===== src/obc_pkg.sv =====
// Purpose: shared constants and carriers for the option byte configuration block
// Assumes: one clock, synchronous active-high reset
// Notes: bit positions follow the two eight-bit option bytes
package obc_pkg;
   // erased and factory contents
   localparam logic [7:0] OBC_BYTE_ERASED = 8'hFF; // blank flash reads all ones
   localparam logic [7:0] OBC_BYTE1_FACTORY = 8'hEF; // internal rc source, rest ones
   // byte zero fields
   localparam int OBC_B0_HALT_RST = 7; // halt_watchdog_reset_opt
   localparam int OBC_B0_WDG_TYPE = 6; // watchdog_type_select
   localparam int OBC_B0_CLK_SEC = 5; // clock_security_opt
   localparam int OBC_B0_VDET_HI = 4; // voltage_detect_field msb
   localparam int OBC_B0_VDET_LO = 3; // voltage_detect_field lsb
   localparam int OBC_B0_RSV_HI = 2; // reserved pair msb
   localparam int OBC_B0_RSV_LO = 1; // reserved pair lsb
   localparam int OBC_B0_PROTECT = 0; // readout_protect_opt
   // byte one fields
   localparam int OBC_B1_PKG = 7; // package_select_opt
   localparam int OBC_B1_RST_CYC = 6; // reset_cycle_select
   localparam int OBC_B1_SRC_HI = 5; // clock_source_type msb
   localparam int OBC_B1_SRC_LO = 4; // clock_source_type lsb
   localparam int OBC_B1_RANGE_HI = 3; // osc_frequency_range msb
   localparam int OBC_B1_RANGE_LO = 1; // osc_frequency_range lsb
   localparam int OBC_B1_PLL_OFF = 0; // doubler bypass
   // clock source codes
   localparam logic [1:0] OBC_SRC_RESONATOR = 2'h0;
   localparam logic [1:0] OBC_SRC_RESERVED = 2'h1;
   localparam logic [1:0] OBC_SRC_RC = 2'h2;
   localparam logic [1:0] OBC_SRC_EXTERNAL = 2'h3;
   // frequency range codes
   localparam logic [2:0] OBC_RANGE_1_TO_2MHZ = 3'h0;
   localparam logic [2:0] OBC_RANGE_2_TO_4MHZ = 3'h1;
   localparam logic [2:0] OBC_RANGE_4_TO_8MHZ = 3'h2;
   localparam logic [2:0] OBC_RANGE_8_TO_16MHZ = 3'h3;
   // reset phase lengths in cpu cycles
   localparam int OBC_CNT_W = 13;
   localparam logic [12:0] OBC_RST_LONG = 13'h1000; // 4096 cycles
   localparam logic [12:0] OBC_RST_SHORT = 13'h0100; // 256 cycles
   // byte selectors on the programming port
   localparam logic OBC_SEL_BYTE0 = 1'b0;
   localparam logic OBC_SEL_BYTE1 = 1'b1;
   // request from the programming tool
   typedef struct packed {
      logic rd; // read strobe
      logic wr; // write strobe
      logic erase; // erase both bytes
      logic sel; // byte selector
      logic [7:0] wdata; // write data
   } obc_prog_req_t;
   // decoded settings
   typedef struct packed {
      logic halt_reset_en; // reset on halt while watchdog runs
      logic hw_watchdog; // watchdog forced on
      logic readout_protect; // protection active
      logic pkg_wide; // 48/44-pin pad set
      logic short_reset; // 256-cycle reset phase
      logic [1:0] clk_src; // main clock source
      logic [2:0] freq_range; // range or drive
      logic pll_enable; // times-two doubler on
   } obc_settings_t;
endpackage : obc_pkg


===== src/option_byte_config.sv =====
// Purpose: latch and decode the two hardware option bytes into device settings
// Assumes: programming port is synchronous to ref_clk; prog_mode_pin is a pin
// Notes: cpu_cycle_en is the one-cycle cpu-rate enable from the clock divider
// How it works
// halt resets only when option set, watchdog active
// watchdog type: hardware always on, else software
// tool keeps reserved byte-zero bits at one
// protection blocks readout and flash writes
// protected option erase wipes user memory first
// package bit picks wide or narrow pads
// unbonded pads come up pulled-up inputs
// reset and halt exit last 4096 or 256
// resonators should use the long reset phase
// two-bit clock source decode
// no external clock with doubler on flash
// three-bit range field decode
// doubler on when its bypass bit is zero
// doubler only with two-to-four MHz range
// no doubler with internal rc source
// blank option bits read as one
// bytes reachable only in programming mode
// flash ships with internal rc source
// rom parts fix options, not programmable
// rom protection bit polarity inverted
// bytes latched in reset, held until next
`timescale 1ns/1ps
module option_byte_config
#(
   parameter bit IS_ROM = 1'b0, // masked rom part
   parameter logic [7:0] ROM_BYTE0 = 8'hFF, // rom-fixed byte zero
   parameter logic [7:0] ROM_BYTE1 = 8'hEF, // rom-fixed byte one
   parameter int NUM_PORTS = 6, // io ports, eight pads each
   parameter logic [47:0] BONDED_WIDE = 48'hFFFF_FFFF_FFFF, // pads bonded on 48/44 pins
   parameter logic [47:0] BONDED_NARROW = 48'h00FF_FFFF_FFFF // pads bonded on 32 pins
)
(
   input wire logic ref_clk,
   input wire logic reset,
   input wire logic factory_init,
   input wire logic prog_mode_pin,
   input wire obc_pkg::obc_prog_req_t prog_req,
   output logic [7:0] prog_rdata,
   output logic prog_rvalid,
   output logic user_erase_req,
   input wire logic user_erase_done,
   input wire logic cpu_cycle_en,
   input wire logic halt_entry,
   input wire logic halt_wake,
   input wire logic watchdog_active,
   input wire logic mem_read_req,
   input wire logic flash_write_req,
   output logic mem_read_allow,
   output logic flash_write_allow,
   output logic halt_reset_req,
   output logic cpu_run,
   output logic halt_exit_done,
   output obc_pkg::obc_settings_t settings,
   output logic [NUM_PORTS*8-1:0] pad_pullup_force,
   output logic config_suspect
);
   import obc_pkg::*;

   // refuse port counts that the 48-pad bond masks cannot serve
   if (NUM_PORTS < 1 || NUM_PORTS > 6)
   begin : g_bad_ports
      $error("option_byte_config: NUM_PORTS must be 1 to 6");
   end

   // phase and erase state machines
   typedef enum logic [1:0] {PH_RESET, PH_RUN, PH_HALT_EXIT} obc_phase_t;
   typedef enum logic [1:0] {ER_IDLE, ER_WIPE, ER_OPT} obc_erase_t;

   logic mode_meta; // first synchroniser stage
   logic mode_sync; // programming mode, synchronised
   logic [7:0] store_b0; // stored byte zero
   logic [7:0] store_b1; // stored byte one
   logic [7:0] src_b0; // effective byte zero (rom or flash)
   logic [7:0] src_b1; // effective byte one
   logic [7:0] latch_b0; // byte zero latched at reset
   logic [7:0] latch_b1; // byte one latched at reset
   logic [7:0] next_latch_b0;
   logic [7:0] next_latch_b1;
   logic protect_now; // protection in stored bytes
   logic store_wr; // write into storage
   logic store_erase; // erase into storage
   obc_erase_t erase_state;
   obc_erase_t next_erase_state;
   obc_phase_t phase;
   obc_phase_t next_phase;
   logic [OBC_CNT_W-1:0] phase_cnt; // cpu cycles left
   logic [OBC_CNT_W-1:0] next_phase_cnt;
   logic [OBC_CNT_W-1:0] phase_len; // length from latched option
   logic [7:0] next_prog_rdata;
   logic next_prog_rvalid;
   logic next_halt_exit_done;

   // protection bit meaning depends on part type
   function automatic logic protect_of(input logic [7:0] b0);
      if (IS_ROM)
         protect_of = b0[OBC_B0_PROTECT];
      else
         protect_of = ~b0[OBC_B0_PROTECT];
   endfunction : protect_of

   // programming-mode pin synchroniser
   always_ff @(posedge ref_clk)
   begin
      if (reset)
      begin
         mode_meta <= 1'b0;
         mode_sync <= 1'b0;
      end
      else
      begin
         mode_meta <= prog_mode_pin;
         mode_sync <= mode_meta;
      end
   end

   // rom parts ignore programming-port writes and erases; reads still return the rom bytes
   assign store_wr = mode_sync & prog_req.wr & ~IS_ROM & (erase_state == ER_IDLE);
   assign store_erase = (erase_state == ER_OPT);

   // non-volatile option bytes
   obc_nv_store u_store
   (
      .ref_clk(ref_clk),
      .factory_init(factory_init),
      .wr_en(store_wr),
      .wr_sel(prog_req.sel),
      .wr_data(prog_req.wdata),
      .erase_en(store_erase),
      .byte0(store_b0),
      .byte1(store_b1)
   );

   // rom parts take the hardwired code
   assign src_b0 = IS_ROM ? ROM_BYTE0 : store_b0;
   assign src_b1 = IS_ROM ? ROM_BYTE1 : store_b1;
   assign protect_now = protect_of(src_b0);

   // option erase sequencing
   always_comb
   begin
      next_erase_state = erase_state;
      case (erase_state)
         ER_IDLE:
         begin
            if (mode_sync && prog_req.erase && !IS_ROM)
            begin
               // protected: wipe user memory before the bytes
               if (protect_now)
                  next_erase_state = ER_WIPE;
               else
                  next_erase_state = ER_OPT;
            end
         end
         ER_WIPE:
         begin
            if (user_erase_done)
               next_erase_state = ER_OPT;
         end
         ER_OPT:
            next_erase_state = ER_IDLE;
         default:
            next_erase_state = ER_IDLE;
      endcase
   end

   // erase state register
   always_ff @(posedge ref_clk)
   begin
      if (reset)
         erase_state <= ER_IDLE;
      else
         erase_state <= next_erase_state;
   end

   assign user_erase_req = (erase_state == ER_WIPE);

   // readback only in programming mode
   always_comb
   begin
      next_prog_rvalid = mode_sync & prog_req.rd;
      next_prog_rdata = prog_rdata;
      if (mode_sync && prog_req.rd)
         next_prog_rdata = (prog_req.sel == OBC_SEL_BYTE1) ? src_b1 : src_b0;
   end

   // readback registers
   always_ff @(posedge ref_clk)
   begin
      if (reset)
      begin
         prog_rdata <= 8'h00;
         prog_rvalid <= 1'b0;
      end
      else
      begin
         prog_rdata <= next_prog_rdata;
         prog_rvalid <= next_prog_rvalid;
      end
   end

   // sample the bytes while reset is held, freeze afterwards
   always_comb
   begin
      next_latch_b0 = latch_b0;
      next_latch_b1 = latch_b1;
      if (reset)
      begin
         next_latch_b0 = src_b0;
         next_latch_b1 = src_b1;
      end
   end

   // latched bytes
   always_ff @(posedge ref_clk)
   begin
      latch_b0 <= next_latch_b0;
      latch_b1 <= next_latch_b1;
   end

   // decode of the latched bytes
   always_comb
   begin
      settings.halt_reset_en = latch_b0[OBC_B0_HALT_RST];
      settings.hw_watchdog = ~latch_b0[OBC_B0_WDG_TYPE];
      settings.readout_protect = protect_of(latch_b0);
      settings.pkg_wide = latch_b1[OBC_B1_PKG];
      settings.short_reset = latch_b1[OBC_B1_RST_CYC];
      settings.clk_src = latch_b1[OBC_B1_SRC_HI:OBC_B1_SRC_LO];
      settings.freq_range = latch_b1[OBC_B1_RANGE_HI:OBC_B1_RANGE_LO];
      settings.pll_enable = ~latch_b1[OBC_B1_PLL_OFF];
   end

   // halt reset request
   assign halt_reset_req = halt_entry & watchdog_active & settings.halt_reset_en;

   // protection gates readout and flash writes outside programming
   assign mem_read_allow = mem_read_req & ~settings.readout_protect;
   assign flash_write_allow = flash_write_req & ~settings.readout_protect;

   // pull-ups on every pad the package leaves unbonded
   genvar gp;
   generate
      for (gp = 0; gp < NUM_PORTS; gp++)
      begin : g_port
         assign pad_pullup_force[gp*8 +: 8] = settings.pkg_wide
            ? ~BONDED_WIDE[gp*8 +: 8] : ~BONDED_NARROW[gp*8 +: 8];
      end
   endgenerate

   // flag combinations the tool should never program
   always_comb
   begin
      config_suspect = 1'b0;
      if (~&latch_b0[OBC_B0_CLK_SEC:OBC_B0_RSV_LO])
         config_suspect = 1'b1;
      if (settings.clk_src == OBC_SRC_RESERVED)
         config_suspect = 1'b1;
      if (settings.pll_enable && settings.clk_src == OBC_SRC_EXTERNAL && !IS_ROM)
         config_suspect = 1'b1;
      if (settings.pll_enable && settings.freq_range != OBC_RANGE_2_TO_4MHZ)
         config_suspect = 1'b1;
      if (settings.pll_enable && settings.clk_src == OBC_SRC_RC)
         config_suspect = 1'b1;
      if (settings.clk_src == OBC_SRC_RESONATOR && settings.short_reset)
         config_suspect = 1'b1;
   end

   // phase length from the latched option
   assign phase_len = settings.short_reset ? OBC_RST_SHORT : OBC_RST_LONG;

   // reset phase and halt exit timer
   always_comb
   begin
      next_phase = phase;
      next_phase_cnt = phase_cnt;
      next_halt_exit_done = 1'b0;
      case (phase)
         PH_RESET, PH_HALT_EXIT:
         begin
            if (cpu_cycle_en)
            begin
               if (phase_cnt == OBC_CNT_W'(1))
               begin
                  next_halt_exit_done = (phase == PH_HALT_EXIT);
                  next_phase = PH_RUN;
               end
               next_phase_cnt = phase_cnt - OBC_CNT_W'(1);
            end
         end
         PH_RUN:
         begin
            if (halt_wake)
            begin
               next_phase = PH_HALT_EXIT;
               next_phase_cnt = phase_len;
            end
         end
         default:
            next_phase = PH_RUN;
      endcase
   end

   // phase registers; reset loads the length from the bytes being latched
   always_ff @(posedge ref_clk)
   begin
      if (reset)
      begin
         phase <= PH_RESET;
         phase_cnt <= src_b1[OBC_B1_RST_CYC] ? OBC_RST_SHORT : OBC_RST_LONG;
         halt_exit_done <= 1'b0;
      end
      else
      begin
         phase <= next_phase;
         phase_cnt <= next_phase_cnt;
         halt_exit_done <= next_halt_exit_done;
      end
   end

   assign cpu_run = (phase == PH_RUN);

   // checks
   logic [OBC_CNT_W:0] run_cnt; // cpu cycles spent in the reset phase since reset release
   logic past_valid; // one edge after reset
   always_ff @(posedge ref_clk)
   begin
      if (reset)
      begin
         run_cnt <= '0;
         past_valid <= 1'b0;
      end
      else
      begin
         past_valid <= 1'b1;
         if (cpu_cycle_en && phase == PH_RESET)
            run_cnt <= run_cnt + (OBC_CNT_W+1)'(1);
      end
   end

   chk_halt_reset_gate: assert property (@(posedge ref_clk) disable iff (reset)
      halt_reset_req |-> (halt_entry && watchdog_active && latch_b0[OBC_B0_HALT_RST]))
      else $error("halt reset without option or active watchdog");
   chk_watchdog_type: assert property (@(posedge ref_clk) disable iff (reset)
      settings.hw_watchdog == !latch_b0[OBC_B0_WDG_TYPE])
      else $error("watchdog type decode wrong");
   chk_protect_blocks: assert property (@(posedge ref_clk) disable iff (reset)
      settings.readout_protect |-> !mem_read_allow && !flash_write_allow)
      else $error("protected part allowed access");
   chk_wipe_before_opt: assert property (@(posedge ref_clk) disable iff (reset)
      (erase_state == ER_IDLE && mode_sync && prog_req.erase && !IS_ROM && protect_now)
      |=> user_erase_req && !store_erase)
      else $error("protected erase skipped user wipe");
   chk_reset_length: assert property (@(posedge ref_clk) disable iff (reset)
      $rose(cpu_run) && !halt_exit_done && phase != PH_HALT_EXIT && run_cnt != 0
      |-> run_cnt == {1'b0, phase_len})
      else $error("reset phase length wrong");
   chk_halt_exit_len: assert property (@(posedge ref_clk) disable iff (reset)
      (phase == PH_RUN && halt_wake && settings.short_reset && cpu_cycle_en)
      ##1 (cpu_cycle_en && phase == PH_HALT_EXIT) [*8] |-> !halt_exit_done)
      else $error("halt exit ended too early");
   chk_pll_decode: assert property (@(posedge ref_clk) disable iff (reset)
      settings.pll_enable == !latch_b1[OBC_B1_PLL_OFF]
      && settings.clk_src == latch_b1[OBC_B1_SRC_HI:OBC_B1_SRC_LO])
      else $error("clock decode wrong");
   chk_no_access_out: assert property (@(posedge ref_clk) disable iff (reset)
      !mode_sync |=> !prog_rvalid && $stable(store_b0) || factory_init)
      else $error("option bytes touched outside programming mode");
   chk_latch_hold: assert property (@(posedge ref_clk) disable iff (reset)
      past_valid |-> $stable(latch_b0) && $stable(latch_b1))
      else $error("latched options changed after reset");
endmodule : option_byte_config


===== src/obc_nv_store.sv =====
// Purpose: the two non-volatile option bytes
// Assumes: contents survive reset; factory_init models shipping contents
// Notes: erase wins over write in the same cycle
`timescale 1ns/1ps
module obc_nv_store
(
   input wire logic ref_clk,
   input wire logic factory_init,
   input wire logic wr_en,
   input wire logic wr_sel,
   input wire logic [7:0] wr_data,
   input wire logic erase_en,
   output logic [7:0] byte0,
   output logic [7:0] byte1
);
   import obc_pkg::*;
   logic [7:0] next_byte0; // next contents of byte zero
   logic [7:0] next_byte1; // next contents of byte one

   // next contents: init, erase, then write
   always_comb
   begin
      next_byte0 = byte0;
      next_byte1 = byte1;
      if (factory_init)
      begin
         // shipped with rc clock for in-circuit programming
         next_byte0 = OBC_BYTE_ERASED;
         next_byte1 = OBC_BYTE1_FACTORY;
      end
      else if (erase_en)
      begin
         next_byte0 = OBC_BYTE_ERASED;
         next_byte1 = OBC_BYTE_ERASED;
      end
      else if (wr_en)
      begin
         if (wr_sel == OBC_SEL_BYTE1)
            next_byte1 = wr_data;
         else
            next_byte0 = wr_data;
      end
   end

   // storage cells, no reset: they are non-volatile
   always_ff @(posedge ref_clk)
   begin
      byte0 <= next_byte0;
      byte1 <= next_byte1;
   end
endmodule : obc_nv_store


===== config.mk =====
export PLATFORM = sky130hd
export DESIGN_NAME = option_byte_config
export DESIGN_NICKNAME = d
export VERILOG_FILES = /design/src/obc_pkg.sv /design/src/option_byte_config.sv /design/src/obc_nv_store.sv
export SDC_FILE = /design/constraint.sdc
export NUM_CORES = 1
export LEC_CHECK = 0
export ABC_CLOCK_PERIOD_IN_PS = 1800
export BUFFER_PORTS_ARGS = -buffer_cell sky130_fd_sc_hd__buf_2
export CELL_PAD_IN_SITES_DETAIL_PLACEMENT = 1
export CELL_PAD_IN_SITES_GLOBAL_PLACEMENT = 1
export CORE_MARGIN = 1
export CORE_UTILIZATION = 34
export CTS_CLUSTER_SIZE = 16
export DETAILED_ROUTE_END_ITERATION = 7
export PLACE_DENSITY_LB_ADDON = 0.05
export SYNTH_ARGS = -nofsm -noshare
export SYNTH_HDL_FRONTEND = slang
export SYNTH_SLANG_ARGS = --single-unit

===== constraint.sdc =====
create_clock -name ref_clk -period 1.8 [get_ports ref_clk]
set_input_delay 0.36 -clock ref_clk [delete_from_list [all_inputs] [get_ports ref_clk]]
set_output_delay 0.36 -clock ref_clk [all_outputs]
set_load 0.005 [all_outputs]

# ---- Word level (Yosys, flattened, before mapping)
# Cells that the tools add are included.
dict set report totals {
  register_bits 61
  in_bits 23
  output_inout_bits 75
  wordCells 91
}
dict set report op_classes {
  addsub 1
  n_eq_ne 16
  muxes 25
  n_bitwise 14
  reduce_logical 22
}
# cell n
set ops {}
lappend ops {{13-bit two-way mux} 5}
lappend ops {{13-bit case mux with 2 select lines} 1}
lappend ops {{8-bit two-way mux} 2}
lappend ops {{5-bit two-way mux} 3}
lappend ops {{13-bit by 1-bit == test with 1-bit output (second input constant)} 1}
lappend ops {{13-bit by 1-bit subtractor with 13-bit output (second input constant)} 1}
lappend ops {{2-bit two-way mux} 6}
lappend ops {{2-bit == test (second input constant)} 4}
lappend ops {{2-bit case mux with 2 select lines} 2}
lappend ops {{2-bit AND reduction} 4}
lappend ops {{1-bit bitwise AND} 7}
lappend ops {{1-bit NOT} 7}
lappend ops {{2-bit by 1-bit == test with 1-bit output (second input constant)} 3}
lappend ops {{1-bit logical AND} 6}
lappend ops {{2-bit logical NOT} 3}
lappend ops {{1-bit two-way mux} 6}
lappend ops {{2-bit inequality test (second input constant)} 3}
lappend ops {{3-bit inequality test (second input constant)} 2}
lappend ops {{3-bit AND reduction} 2}
lappend ops {{5-bit AND reduction} 1}
lappend ops {{2-bit by 1-bit inequality test with 1-bit output (second input constant)} 2}
lappend ops {{2-bit nonzero test} 2}
lappend ops {{2-bit OR reduction} 2}
lappend ops {{4-bit OR reduction} 1}
lappend ops {{other kinds (2)} 2}

# ---- Longest topological paths before layout
# Gate-level depths: netlist of the first run.
dict set report depth {
  word_depth 7
  mapped_depth 6
}

# ---- Modules after synthesis
# From an unflattened synthesis of the first run, not the netlist that was laid out.
dict set report hier_totals {
  hier_cells 292
  area_unflattened_um2 3050.4
}
# module instances cells_each area_per_inst_um2 seq_area_each_um2
set modules_own_cells {}
lappend modules_own_cells {option_byte_config 1 220 2366.0 1191.1}
lappend modules_own_cells {obc_nv_store 1 72 684.4 320.3}

# ---- Least setup slack after synthesis of the first run
# Ideal clock, no wire load.
dict set report synth_timing {
  path_kind {register -> register}
  start {register phase_cnt[0]}
  end {register phase_cnt[10] (data pin)}
  setup_time_ns 0.267
  arrival_time_ns 1.541
  required_ns 1.533
  setup_slack_ns -0.008
  path_stages_with_launch 7
  path_buffers 0
  cell_sequence {edfxtp_1 > inv_1 > ha_1 > or3b_2 > nor4_2 > xnor2_1 > nor2_1}
}
dict set report synth_via {
  elab_chain_len 4
}
# element line
set synth_rtl {}
lappend synth_rtl {{start, declared} option_byte_config.sv:90} ;# logic [OBC_CNT_W-1:0] phase_cnt;
lappend synth_rtl {{start signal, assigned} option_byte_config.sv:313} ;# phase_cnt <= src_b1[OBC_B1_RST_CYC] ? OBC_RST_SHORT : OBC_RST_LONG;
lappend synth_rtl {{start signal, assigned} option_byte_config.sv:319} ;# phase_cnt <= next_phase_cnt;
lappend synth_rtl {{13-bit by 1-bit subtractor with 13-bit output} option_byte_config.sv:291} ;# next_phase_cnt = phase_cnt - OBC_CNT_W'(1);
lappend synth_rtl {{13-bit two-way mux} option_byte_config.sv:284} ;# if (cpu_cycle_en)
lappend synth_rtl {{13-bit case mux with 2 select lines} option_byte_config.sv:281} ;# case (phase)
lappend synth_rtl {{13-bit two-way mux} option_byte_config.sv:310} ;# if (reset)
# No other way between the ends. The select of a mux whose other input is x is not followed.
# A chain may end at the register's enable or synchronous reset.

# ---- Worst setup path after layout of the first run
dict set report layout_timing {
  start {register phase_cnt[5]}
  end {register phase_cnt[9] (data pin)}
}
# The elaborated chain is that of the path after synthesis.

==> results.py, run 1 <==
metrics = {
    "synth": {
        "synthAdderAreaFrac_pct": 0.8532,
        "synth_top_area_share_pct": 29.69,
        "synth_area_leaders": "edfxtp_1 30%, dfxtp_1 22%, buf_4 14%",
        "synth_simple_gate_area_share_pct": 15.36,
        "syn_area_mm2": 0.002933,
        "yosysSeqAreaShare_pct": 51.54,
        "async_flop_share_pct": 0,
        "yosysWarnings": 0,
        "yosysTopAreaCell": "edfxtp_1",
        "ys_ff_latch": 61,
        "netlist_top_cells_count": "55 x buf_4, 32 x dfxtp_1, 29 x edfxtp_1",
        "syn_inst": 273,
        "yosys.area_share.xor_xnor_pct": 2.688,
        "synth.avg_cell_area_um2": 10.74,
        "synthDistinctLibCells": 42,
        "ys.flop_type": "dfxtp_1",
        "yosysMostFrequentCell": "buf_4",
        "synthMuxAreaShare_pct": 7.850,
        "synth_compound_area_share_pct": 5.205,
        "synth_top_family_by_area": "buffers and inverters",
        "synth_edf_count": 29,
    },
    "timing": {
        "max_clock_freq_ghz": 0.5751,
        "finalMaxSlewViolations": 0,
        "fin_crit_sh_pct": 96.60,
        "fin_tns_setup_ns": 0,
        "final.min_clock_period_ns": 1.739,
        "setup_ws_ns": 0.06112,
        "fin_skew_ns": 0.009328,
        "final-setup-viol-count": 0,
        "hold_viol": 0,
    },
    "cells_and_area": {
        "nNetsFinal": 362,
        "drive_above_1_share_pct": 30.70,
        "nFillCells": 942,
        "multi_input_area_mm2": 0.001111,
        "finalNonFillerCells": 447,
        "syn2layout_area_growth_pct": 16.94,
        "regArea_mm2": 0.001511,
        "n_antenna_cell": 0,
        "fin_area_mm2": 0.003430,
    },
    "worst_setup_path": {
        "path_cells": "or4_4, buf_4, nor3_2, xnor2_1, nor2_1",
        "path_max_fanout": 3,
        "required_ns": 1.87,
        "worst_ep_arrival_time_ns": 1.81,
        "start_kind": "flip-flop",
        "path_class": "reg2reg",
        "crit_slowest_cell": "or4_4",
        "critPathBufInv": 1,
        "slowest_delay_ns": 0.60,
        "crit_family": "simple AND/OR/NAND/NOR gates",
        "end_kind": "flip-flop",
    },
    "routing": {
        "wl_met2_um": 3091,
        "dr.pass1.iters": 4,
        "wl_per_cell_um": 13.72,
        "met3_length_um": 265,
        "vias": 1954,
        "final_antenna_net_count": 0,
        "drtIter0Drc": 61,
        "drcViolationCount": 0,
        "drt-vias-per-instance": 4.371,
        "drt-total-wl_um": 6132,
        "met1Wirelength_um": 2693,
        "highest_layer": "met4",
    },
    "floorplanning": {
        "ios": 98,
        "fp-row-count": 33,
        "dieArea_mm2": 0.009001,
        "core-area_mm2": 0.008299,
        "initial_core_util_pct": 35.34,
        "die_w_um": 94.88,
        "dieHeight_um": 94.88,
    },
    "placed_design": {
        "place_ws_ns": -0.02282,
        "io_buffers": 57,
        "placedCellCount": 428,
        "dpl.hpwl_um": 4478,
        "gp_congestion": 0.7473,
        "dpl-instance-area_mm2": 0.003181,
    },
    "power_and_ir_drop": {
        "irDropWorstVdd_v": 0.0003648,
        "power_density_mw_per_mm2": 929.2,
        "power_mw": 3.187,
        "leakage_nw": 1.501,
    },
    "global_route": {
        "antenna_found_initial": 0,
        "grt_max_degree": 25,
        "overflow": 0,
        "first_global_vias": 1947,
        "grt_use_total_pct": 14.60,
        "grt_pass1_wl_um": 9763,
    },
    "clocking": {
        "ctsHoldBuffers": 0,
        "clkSinkCount": 61,
        "clock-root-buffer": "clkbuf_8",
        "max-clock-path-buffers": 2,
        "worst_skew_pair.late_latency_ns": 0.33,
        "cts_tree": "yes",
        "htreeDepth": 3,
        "cts_buffers": 9,
        "cts.clk_slew.worst_paths_ns": 0.07,
    },
    "outcome": {
        "status": "completed",
    },
    "worst_hold_path": {
        "hold_class": "in2reg",
    },
    "run": {
        "cap_violations": 0,
    },
}
-- registers in the layout, summed over array words and instances (netlist names) --
signal and cells:
prog_rdata 8, halt_exit_done 1, latch_b0 8, u_store.byte1 8, latch_b1 8, prog_rvalid 1, phase 2, erase_state 2
mode_meta 1, u_store.byte0 8, mode_sync 1, phase_cnt 13
-- cell type report --
cell class / instances / share of cell area [%]
Clock inverter: 3 / 1.240
Tap cell: 105 / 3.831
Multi-Input combinational cell: 179 / 32.40
Timing Repair Buffer: 78 / 12.91
Sequential cell: 61 / 44.07
Inverter: 8 / 0.8756
Clock buffer: 13 / 4.670
-- report_power, final --
group          internal [mW]  switching [mW]
sequential              1.52          0.0427
combinational          0.180           0.198
clock                  0.723           0.524
total                   2.42           0.765
-- stage by stage --
step / hold WS (ns) / utilization (%)
global placement: 0.4251 / 38.32
global route: 0.1845 / 41.32
finish: 0.1910 / 41.32
CTS: 0.1750 / 40.98
floorplan: 0.4138 / -
detailed placement: 0.4357 / 38.32
-- metal layers --
metal	vias to the layer above	GRT usage (%)
met5	-	0
met2	51	24.40
met3	9	4.589
met4	0	4.545
met1	923	17.86
li1	971	-
-- final timing paths --
check	start	endpoint	slack, ns	cells after the start
worst min register to register	u_store.byte1[3]	latch_b1[3]	0.46	0
worst max-delay path	phase_cnt[5]	phase_cnt[9]	0.06	5
worst max register to register	phase_cnt[5]	phase_cnt[9]	0.06	5
worst min-delay path	factory_init	u_store.byte1[4]	0.19	2
-- cells by family after synthesis --
logic type,count (synthesis)
mux,23
buf+inv,72
compound gates,23
simple gates,82
xor+xnor,9
fa+ha+maj,2
other cells,1
flops,61
-- layout by cell type, fill, tap and decap left out, types with 9 or more instances in the layout --
cell,count
buf_2,57
dfxtp_1,32
edfxtp_1,29
nor2_1,26
conb_1,40
a211oi_1,9
nand2_1,18
clkbuf_8,9
mux2i_1,23
buf_4,21
-- timing repair --
action	CTS	global route
resized for setup	5	1
setup endpoints to repair	5	5
pin swaps	3	3
setup buffers	0	3
(Power assumes the default switching activity.)
==> run 2: changes to the inputs <==
--- a/config.mk
+++ b/config.mk
@@ -13,7 +13,7 @@
 export CORE_UTILIZATION = 34
 export CTS_CLUSTER_SIZE = 16
 export DETAILED_ROUTE_END_ITERATION = 7
-export PLACE_DENSITY_LB_ADDON = 0.05
+export PLACE_DENSITY_LB_ADDON = 0.1
 export SYNTH_ARGS = -nofsm -noshare
 export SYNTH_HDL_FRONTEND = slang
 export SYNTH_SLANG_ARGS = --single-unit
==> results.py, run 2 (same netlist as run 1, synthesis figures left out) <==
metrics = {
    "timing": {
        "setup_ws_ns": 0.02645,
        "rsz0062_at_grt": "true",
        "max_clock_freq_ghz": 0.5638,
        "final-setup-viol-count": 0,
        "fin_crit_sh_pct": 98.53,
        "fin_skew_ns": 0.006786,
        "final.min_clock_period_ns": 1.774,
        "hold_viol": 0,
        "finalMaxSlewViolations": 0,
    },
    "placed_design": {
        "place_ws_ns": -0.05364,
        "dpl.hpwl_um": 4372,
        "io_buffers": 57,
        "placedCellCount": 429,
        "gp_congestion": 0.7119,
    },
    "worst_setup_path": {
        "crit_slowest_cell": "or4_4",
        "worst_ep_arrival_time_ns": 1.86,
        "end_kind": "flip-flop",
        "path_class": "reg2reg",
        "path_max_fanout": 3,
        "slowest_delay_ns": 0.61,
        "critical_path.startpoint": "phase_cnt[7]",
        "required_ns": 1.89,
        "start_kind": "flip-flop",
        "path_cells": "or4_4, nor4_4, xnor2_2, nor2_2",
        "timing.rr.start": "phase_cnt[7]",
    },
    "routing": {
        "vias": 1990,
        "wl_per_cell_um": 13.69,
        "final_antenna_net_count": 0,
        "drtIter0Drc": 40,
        "drt-total-wl_um": 6121,
        "dr.pass1.iters": 4,
        "drt-vias-per-instance": 4.452,
        "drcViolationCount": 0,
    },
    "global_route": {
        "antenna_found_initial": 1,
        "grt_max_degree": 19,
        "overflow": 0,
        "first_global_vias": 1905,
        "grt_pass1_wl_um": 9777,
        "grt_use_total_pct": 14.85,
    },
    "run": {
        "cap_violations": 0,
    },
    "floorplanning": {
        "dieHeight_um": 94.88,
        "initial_core_util_pct": 35.34,
        "ios": 98,
        "dieArea_mm2": 0.009001,
        "core-area_mm2": 0.008299,
        "die_w_um": 94.88,
        "fp-row-count": 33,
    },
    "clocking": {
        "ctsHoldBuffers": 0,
        "clkSinkCount": 61,
        "cts_tree": "yes",
        "max-clock-path-buffers": 2,
        "clock-root-buffer": "clkbuf_8",
        "htreeDepth": 3,
        "cts.clk_slew.worst_paths_ns": 0.07,
        "cts_buffers": 9,
        "worst_skew_pair.late_latency_ns": 0.34,
    },
    "cells_and_area": {
        "final_cell_mix": "57 x buf_2, 40 x conb_1, 32 x dfxtp_1, 29 x edfxtp_1, 26 x nor2_1",
        "largest_reg_flops": 13,
        "mostFrequentLayoutCell": "buf_2",
        "regArea_mm2": 0.001511,
        "nNetsFinal": 362,
        "drive_above_1_share_pct": 31.87,
        "n_antenna_cell": 0,
        "top_register": "phase_cnt",
        "finalNonFillerCells": 447,
        "nFillCells": 956,
        "multi_input_area_mm2": 0.001132,
        "syn2layout_area_growth_pct": 17.36,
    },
    "outcome": {
        "status": "completed",
    },
    "power_and_ir_drop": {
        "leakage_nw": 1.505,
        "p_sw_share_pct": 25.52,
        "p_int_mw": 2.311,
        "power_frac_clock_pct": 37.3,
        "pwr-share-comb_pct": 12.4,
        "power_density_mw_per_mm2": 901.3,
        "switching_power_mw": 0.7916,
        "seqPwrFrac_pct": 50.3,
        "irDropWorstVdd_v": 0.0004843,
    },
    "worst_hold_path": {
        "worstHoldStart": "factory_init",
        "hold_class": "in2reg",
    },
}
run 2: final timing paths:
| check | endpoint | depth (start not counted) | slack, ns |
|---|---|---|---|
| worst max-delay path | phase_cnt[11] | 4 | 0.03 |
| worst min-delay path | u_store.byte1[4] | 2 | 0.21 |
| worst max register to register | phase_cnt[11] | 4 | 0.03 |
| worst min register to register | latch_b1[5] | 0 | 0.46 |
run 2: repair_timing:
item / CTS / global route
hold endpoints to repair: 0 / 0
resized for setup: 1 / 7
pin swaps: 1 / 3
cloned: 0 / 0
buffers inserted: 0 / 2
setup endpoints to repair: 4 / 7
run 2: layer usage:
layer | vias to the layer above | part of all wire (%) | global-route usage, %
met5 | - | 0.16 | 0
met4 | 2 | 1.5 | 5.303
met3 | 11 | 5.3 | 6.039
met2 | 50 | 48 | 24.76
met1 | 957 | 45 | 17.08
li1 | 970 | - | -
run 2: layout make-up:
type | instances | area share [%]
sequential | 61 | 43.91
multi-input combinational | 179 | 32.90
timing repair buffer | 78 | 12.87
clock buffer | 11 | 4.726
tap | 105 | 3.817
clock inverter | 5 | 0.9088
inverter | 8 | 0.8724
run 2: power groups by stage:
stage,clock network (mW),logic (mW),registers [mW]
2_1_floorplan,0,0.261,1.59
3_3_place_gp,0,0.352,1.59
3_5_place_dp,0,0.355,1.59
4_1_cts,1.20,0.361,1.56
5_1_grt,1.28,0.430,1.57
6_report,1.16,0.383,1.56
run 2: per-stage QoR:
step                total power, mW  hold WS, ns  TNS (ns)  util [%]  cell area, µm²
floorplan                     1.855       0.4138         0         -            3079
global placement              1.940       0.4290         0     38.41            3188
detailed placement            1.945       0.4397  -0.08486     38.41            3188
CTS                           3.123       0.1936  -0.07366     40.78            3385
global route                  3.274       0.1989  -0.06353     41.47            3442
finish                        3.102       0.2070         0     41.47            3442
run 2: worst max-delay path: cells and delay by family, from the launching register on:
family / cells / cell delay, ns
XOR/XNOR: 1 / 0.16
flip-flops: 1 / 0.40
AND/OR/NAND/NOR: 3 / 0.97
==> run 3: changes to the inputs <==
--- a/config.mk
+++ b/config.mk
@@ -9,11 +9,14 @@
 export BUFFER_PORTS_ARGS = -buffer_cell sky130_fd_sc_hd__buf_2
 export CELL_PAD_IN_SITES_DETAIL_PLACEMENT = 1
 export CELL_PAD_IN_SITES_GLOBAL_PLACEMENT = 1
+export CORE_ASPECT_RATIO = 1.25
 export CORE_MARGIN = 1
-export CORE_UTILIZATION = 34
+export CORE_UTILIZATION = 35
+export CTS_BUF_LIST = sky130_fd_sc_hd__clkbuf_8
 export CTS_CLUSTER_SIZE = 16
 export DETAILED_ROUTE_END_ITERATION = 7
 export PLACE_DENSITY_LB_ADDON = 0.1
+export SKIP_LAST_GASP = 1
 export SYNTH_ARGS = -nofsm -noshare
 export SYNTH_HDL_FRONTEND = slang
 export SYNTH_SLANG_ARGS = --single-unit
==> results.py, run 3 (same netlist as run 1, synthesis figures left out) <==
metrics = {
    "global_route": {
        "grt_util_met3_pct": 3.968,
        "grt_use_total_pct": 14.47,
        "grt_pass1_wl_um": 9701,
        "grt_use_met2_pct": 25.29,
        "antenna_found_initial": 0,
        "grt-busiest-layer": "met2",
        "grtUsageMet1_pct": 16.80,
        "first_global_vias": 1984,
        "overflow": 0,
        "grt_max_degree": 24,
    },
    "clocking": {
        "max-clock-path-buffers": 2,
        "cts_tree": "yes",
        "htreeDepth": 3,
        "cts_buffers": 9,
        "worst_skew_pair.late_latency_ns": 0.33,
        "ctsHoldBuffers": 0,
        "clock-root-buffer": "clkbuf_8",
        "cts.clk_slew.worst_paths_ns": 0.07,
        "clkSinkCount": 61,
    },
    "cells_and_area": {
        "largest_reg_flops": 13,
        "mostFrequentLayoutCell": "buf_2",
        "nNetsFinal": 361,
        "drive_above_1_share_pct": 31.38,
        "final_cell_mix": "57 x buf_2, 40 x conb_1, 32 x dfxtp_1, 29 x edfxtp_1, 26 x nor2_1",
        "n_antenna_cell": 0,
        "final_util_pct": 43.11,
        "syn2layout_area_growth_pct": 17.19,
        "top_register": "phase_cnt",
    },
    "routing": {
        "dr.pass1.iters": 6,
        "final_antenna_net_count": 0,
        "drtIter0Drc": 55,
        "drt-total-wl_um": 6033,
        "drt-vias-per-instance": 4.443,
        "vias": 1937,
        "drcViolationCount": 7,
        "wl_per_cell_um": 13.84,
    },
    "timing": {
        "rsz0062_at_grt": "false",
        "setup_ws_ns": 0.07589,
        "fin_crit_sh_pct": 95.78,
        "hold_viol": 0,
        "fin_skew_ns": 0.01117,
        "max_clock_freq_ghz": 0.5800,
        "final.min_clock_period_ns": 1.724,
        "finalMaxSlewViolations": 0,
        "final-setup-viol-count": 0,
    },
    "worst_setup_path": {
        "reg2reg_to": "phase_cnt[11]",
        "reg2reg_depth": 4,
        "required_ns": 1.89,
        "timing.rr.start": "phase_cnt[7]",
        "r2r_slack_ns": 0.08,
        "start_kind": "flip-flop",
        "path_max_fanout": 3,
        "path_class": "reg2reg",
        "worst_ep_arrival_time_ns": 1.81,
        "end_kind": "flip-flop",
    },
    "run": {
        "cap_violations": 0,
    },
    "outcome": {
        "violations": "design-rule violations",
        "status": "finished with violations",
    },
    "worst_hold_path": {
        "min_delay_path_depth": 2,
        "hold_class": "in2reg",
        "hold_end": "u_store.byte1[4]",
        "worstHoldStart": "factory_init",
    },
    "floorplanning": {
        "dieHeight_um": 104.3,
        "fp-row-count": 36,
        "ios": 98,
        "die_w_um": 83.88,
        "dieArea_mm2": 0.008752,
        "core-area_mm2": 0.007973,
        "initial_core_util_pct": 36.79,
    },
    "power_and_ir_drop": {
        "power_mw": 3.155,
        "power_density_mw_per_mm2": 918.0,
        "leakage_nw": 1.511,
        "irDropWorstVdd_v": 0.0003639,
    },
    "placed_design": {
        "dpl.hpwl_um": 4589,
        "io_buffers": 57,
        "gp_congestion": 0.7368,
        "place_ws_ns": -0.02840,
    },
}
==> run 3: changes by cell type in the layout (fill, tap and decap cells not counted), sizes merged <==
| cell | delta |
|---|---|
| buf | -1 |
| clkinvlp | -1 |
| bufinv | +1 |
| clkinv | +1 |
| clkbuf | -1 |
==> run 3: per-layer routing <==
layer  routed length (µm)  up-vias
met3                  177        6
met1                 2571      921
met4                   57        0
li1                     -      968
met2                 3226       42
met5                    0        -
==> run 3: area by class of cell <==
class                   instances  area [µm²]
inverters                       8       30.03
well taps                      95       118.9
clock buffers                  10       137.6
flip-flops and latches         61        1511
repair buffers                 77       447.9
multi-input cells             179        1127
fillers                       906        4536
clock inverters                 6       63.81
==> run 3: stage by stage <==
stage / hold slack, ns / setup TNS [ns] / instances / area (µm²)
floorplan: 0.4138 / 0 / 312 / 3079
global placement: 0.4297 / 0 / 419 / 3188
detailed placement: 0.4271 / -0.04971 / 419 / 3188
CTS: 0.1867 / 0 / 435 / 3416
global route: 0.1793 / 0 / 436 / 3437
finish: 0.2025 / 0 / 436 / 3437
==> run 3: worst max path at each step <==
stage                      start             end  slack, ns  cells past startpoint
floorplan           cpu_cycle_en    phase_cnt[0]       0.05                      2
global placement    phase_cnt[0]    phase_cnt[7]       0.02                      4
detailed placement  phase_cnt[0]    phase_cnt[6]      -0.03                      6
CTS                  latch_b1[5]  config_suspect      0.004                      3
global route        phase_cnt[0]    phase_cnt[7]      0.008                      4
finish              phase_cnt[7]   phase_cnt[11]       0.08                      4
==> run 3: critical path: stages, from the launching register on <==
cell,delay (ns)
edfxtp_1,0.39
or4_4,0.60
nor4_4,0.28
xnor2_1,0.16
nor2_2,0.05
==> run 3: where the power goes <==
| part | switching (mW) | leakage [nW] | internal (mW) |
|---|---|---|---|
| clock | 0.538 | 0.104 | 0.674 |
| combinational | 0.205 | 0.893 | 0.179 |
| sequential | 0.0420 | 0.514 | 1.52 |
| total | 0.785 | 1.51 | 2.37 |
==> run 3: repair_timing <==
item	in CTS	in global routing
endpoints found under the setup margin	4	5
resized for setup	5	3
pin swaps	1	2
buffers inserted	0	1
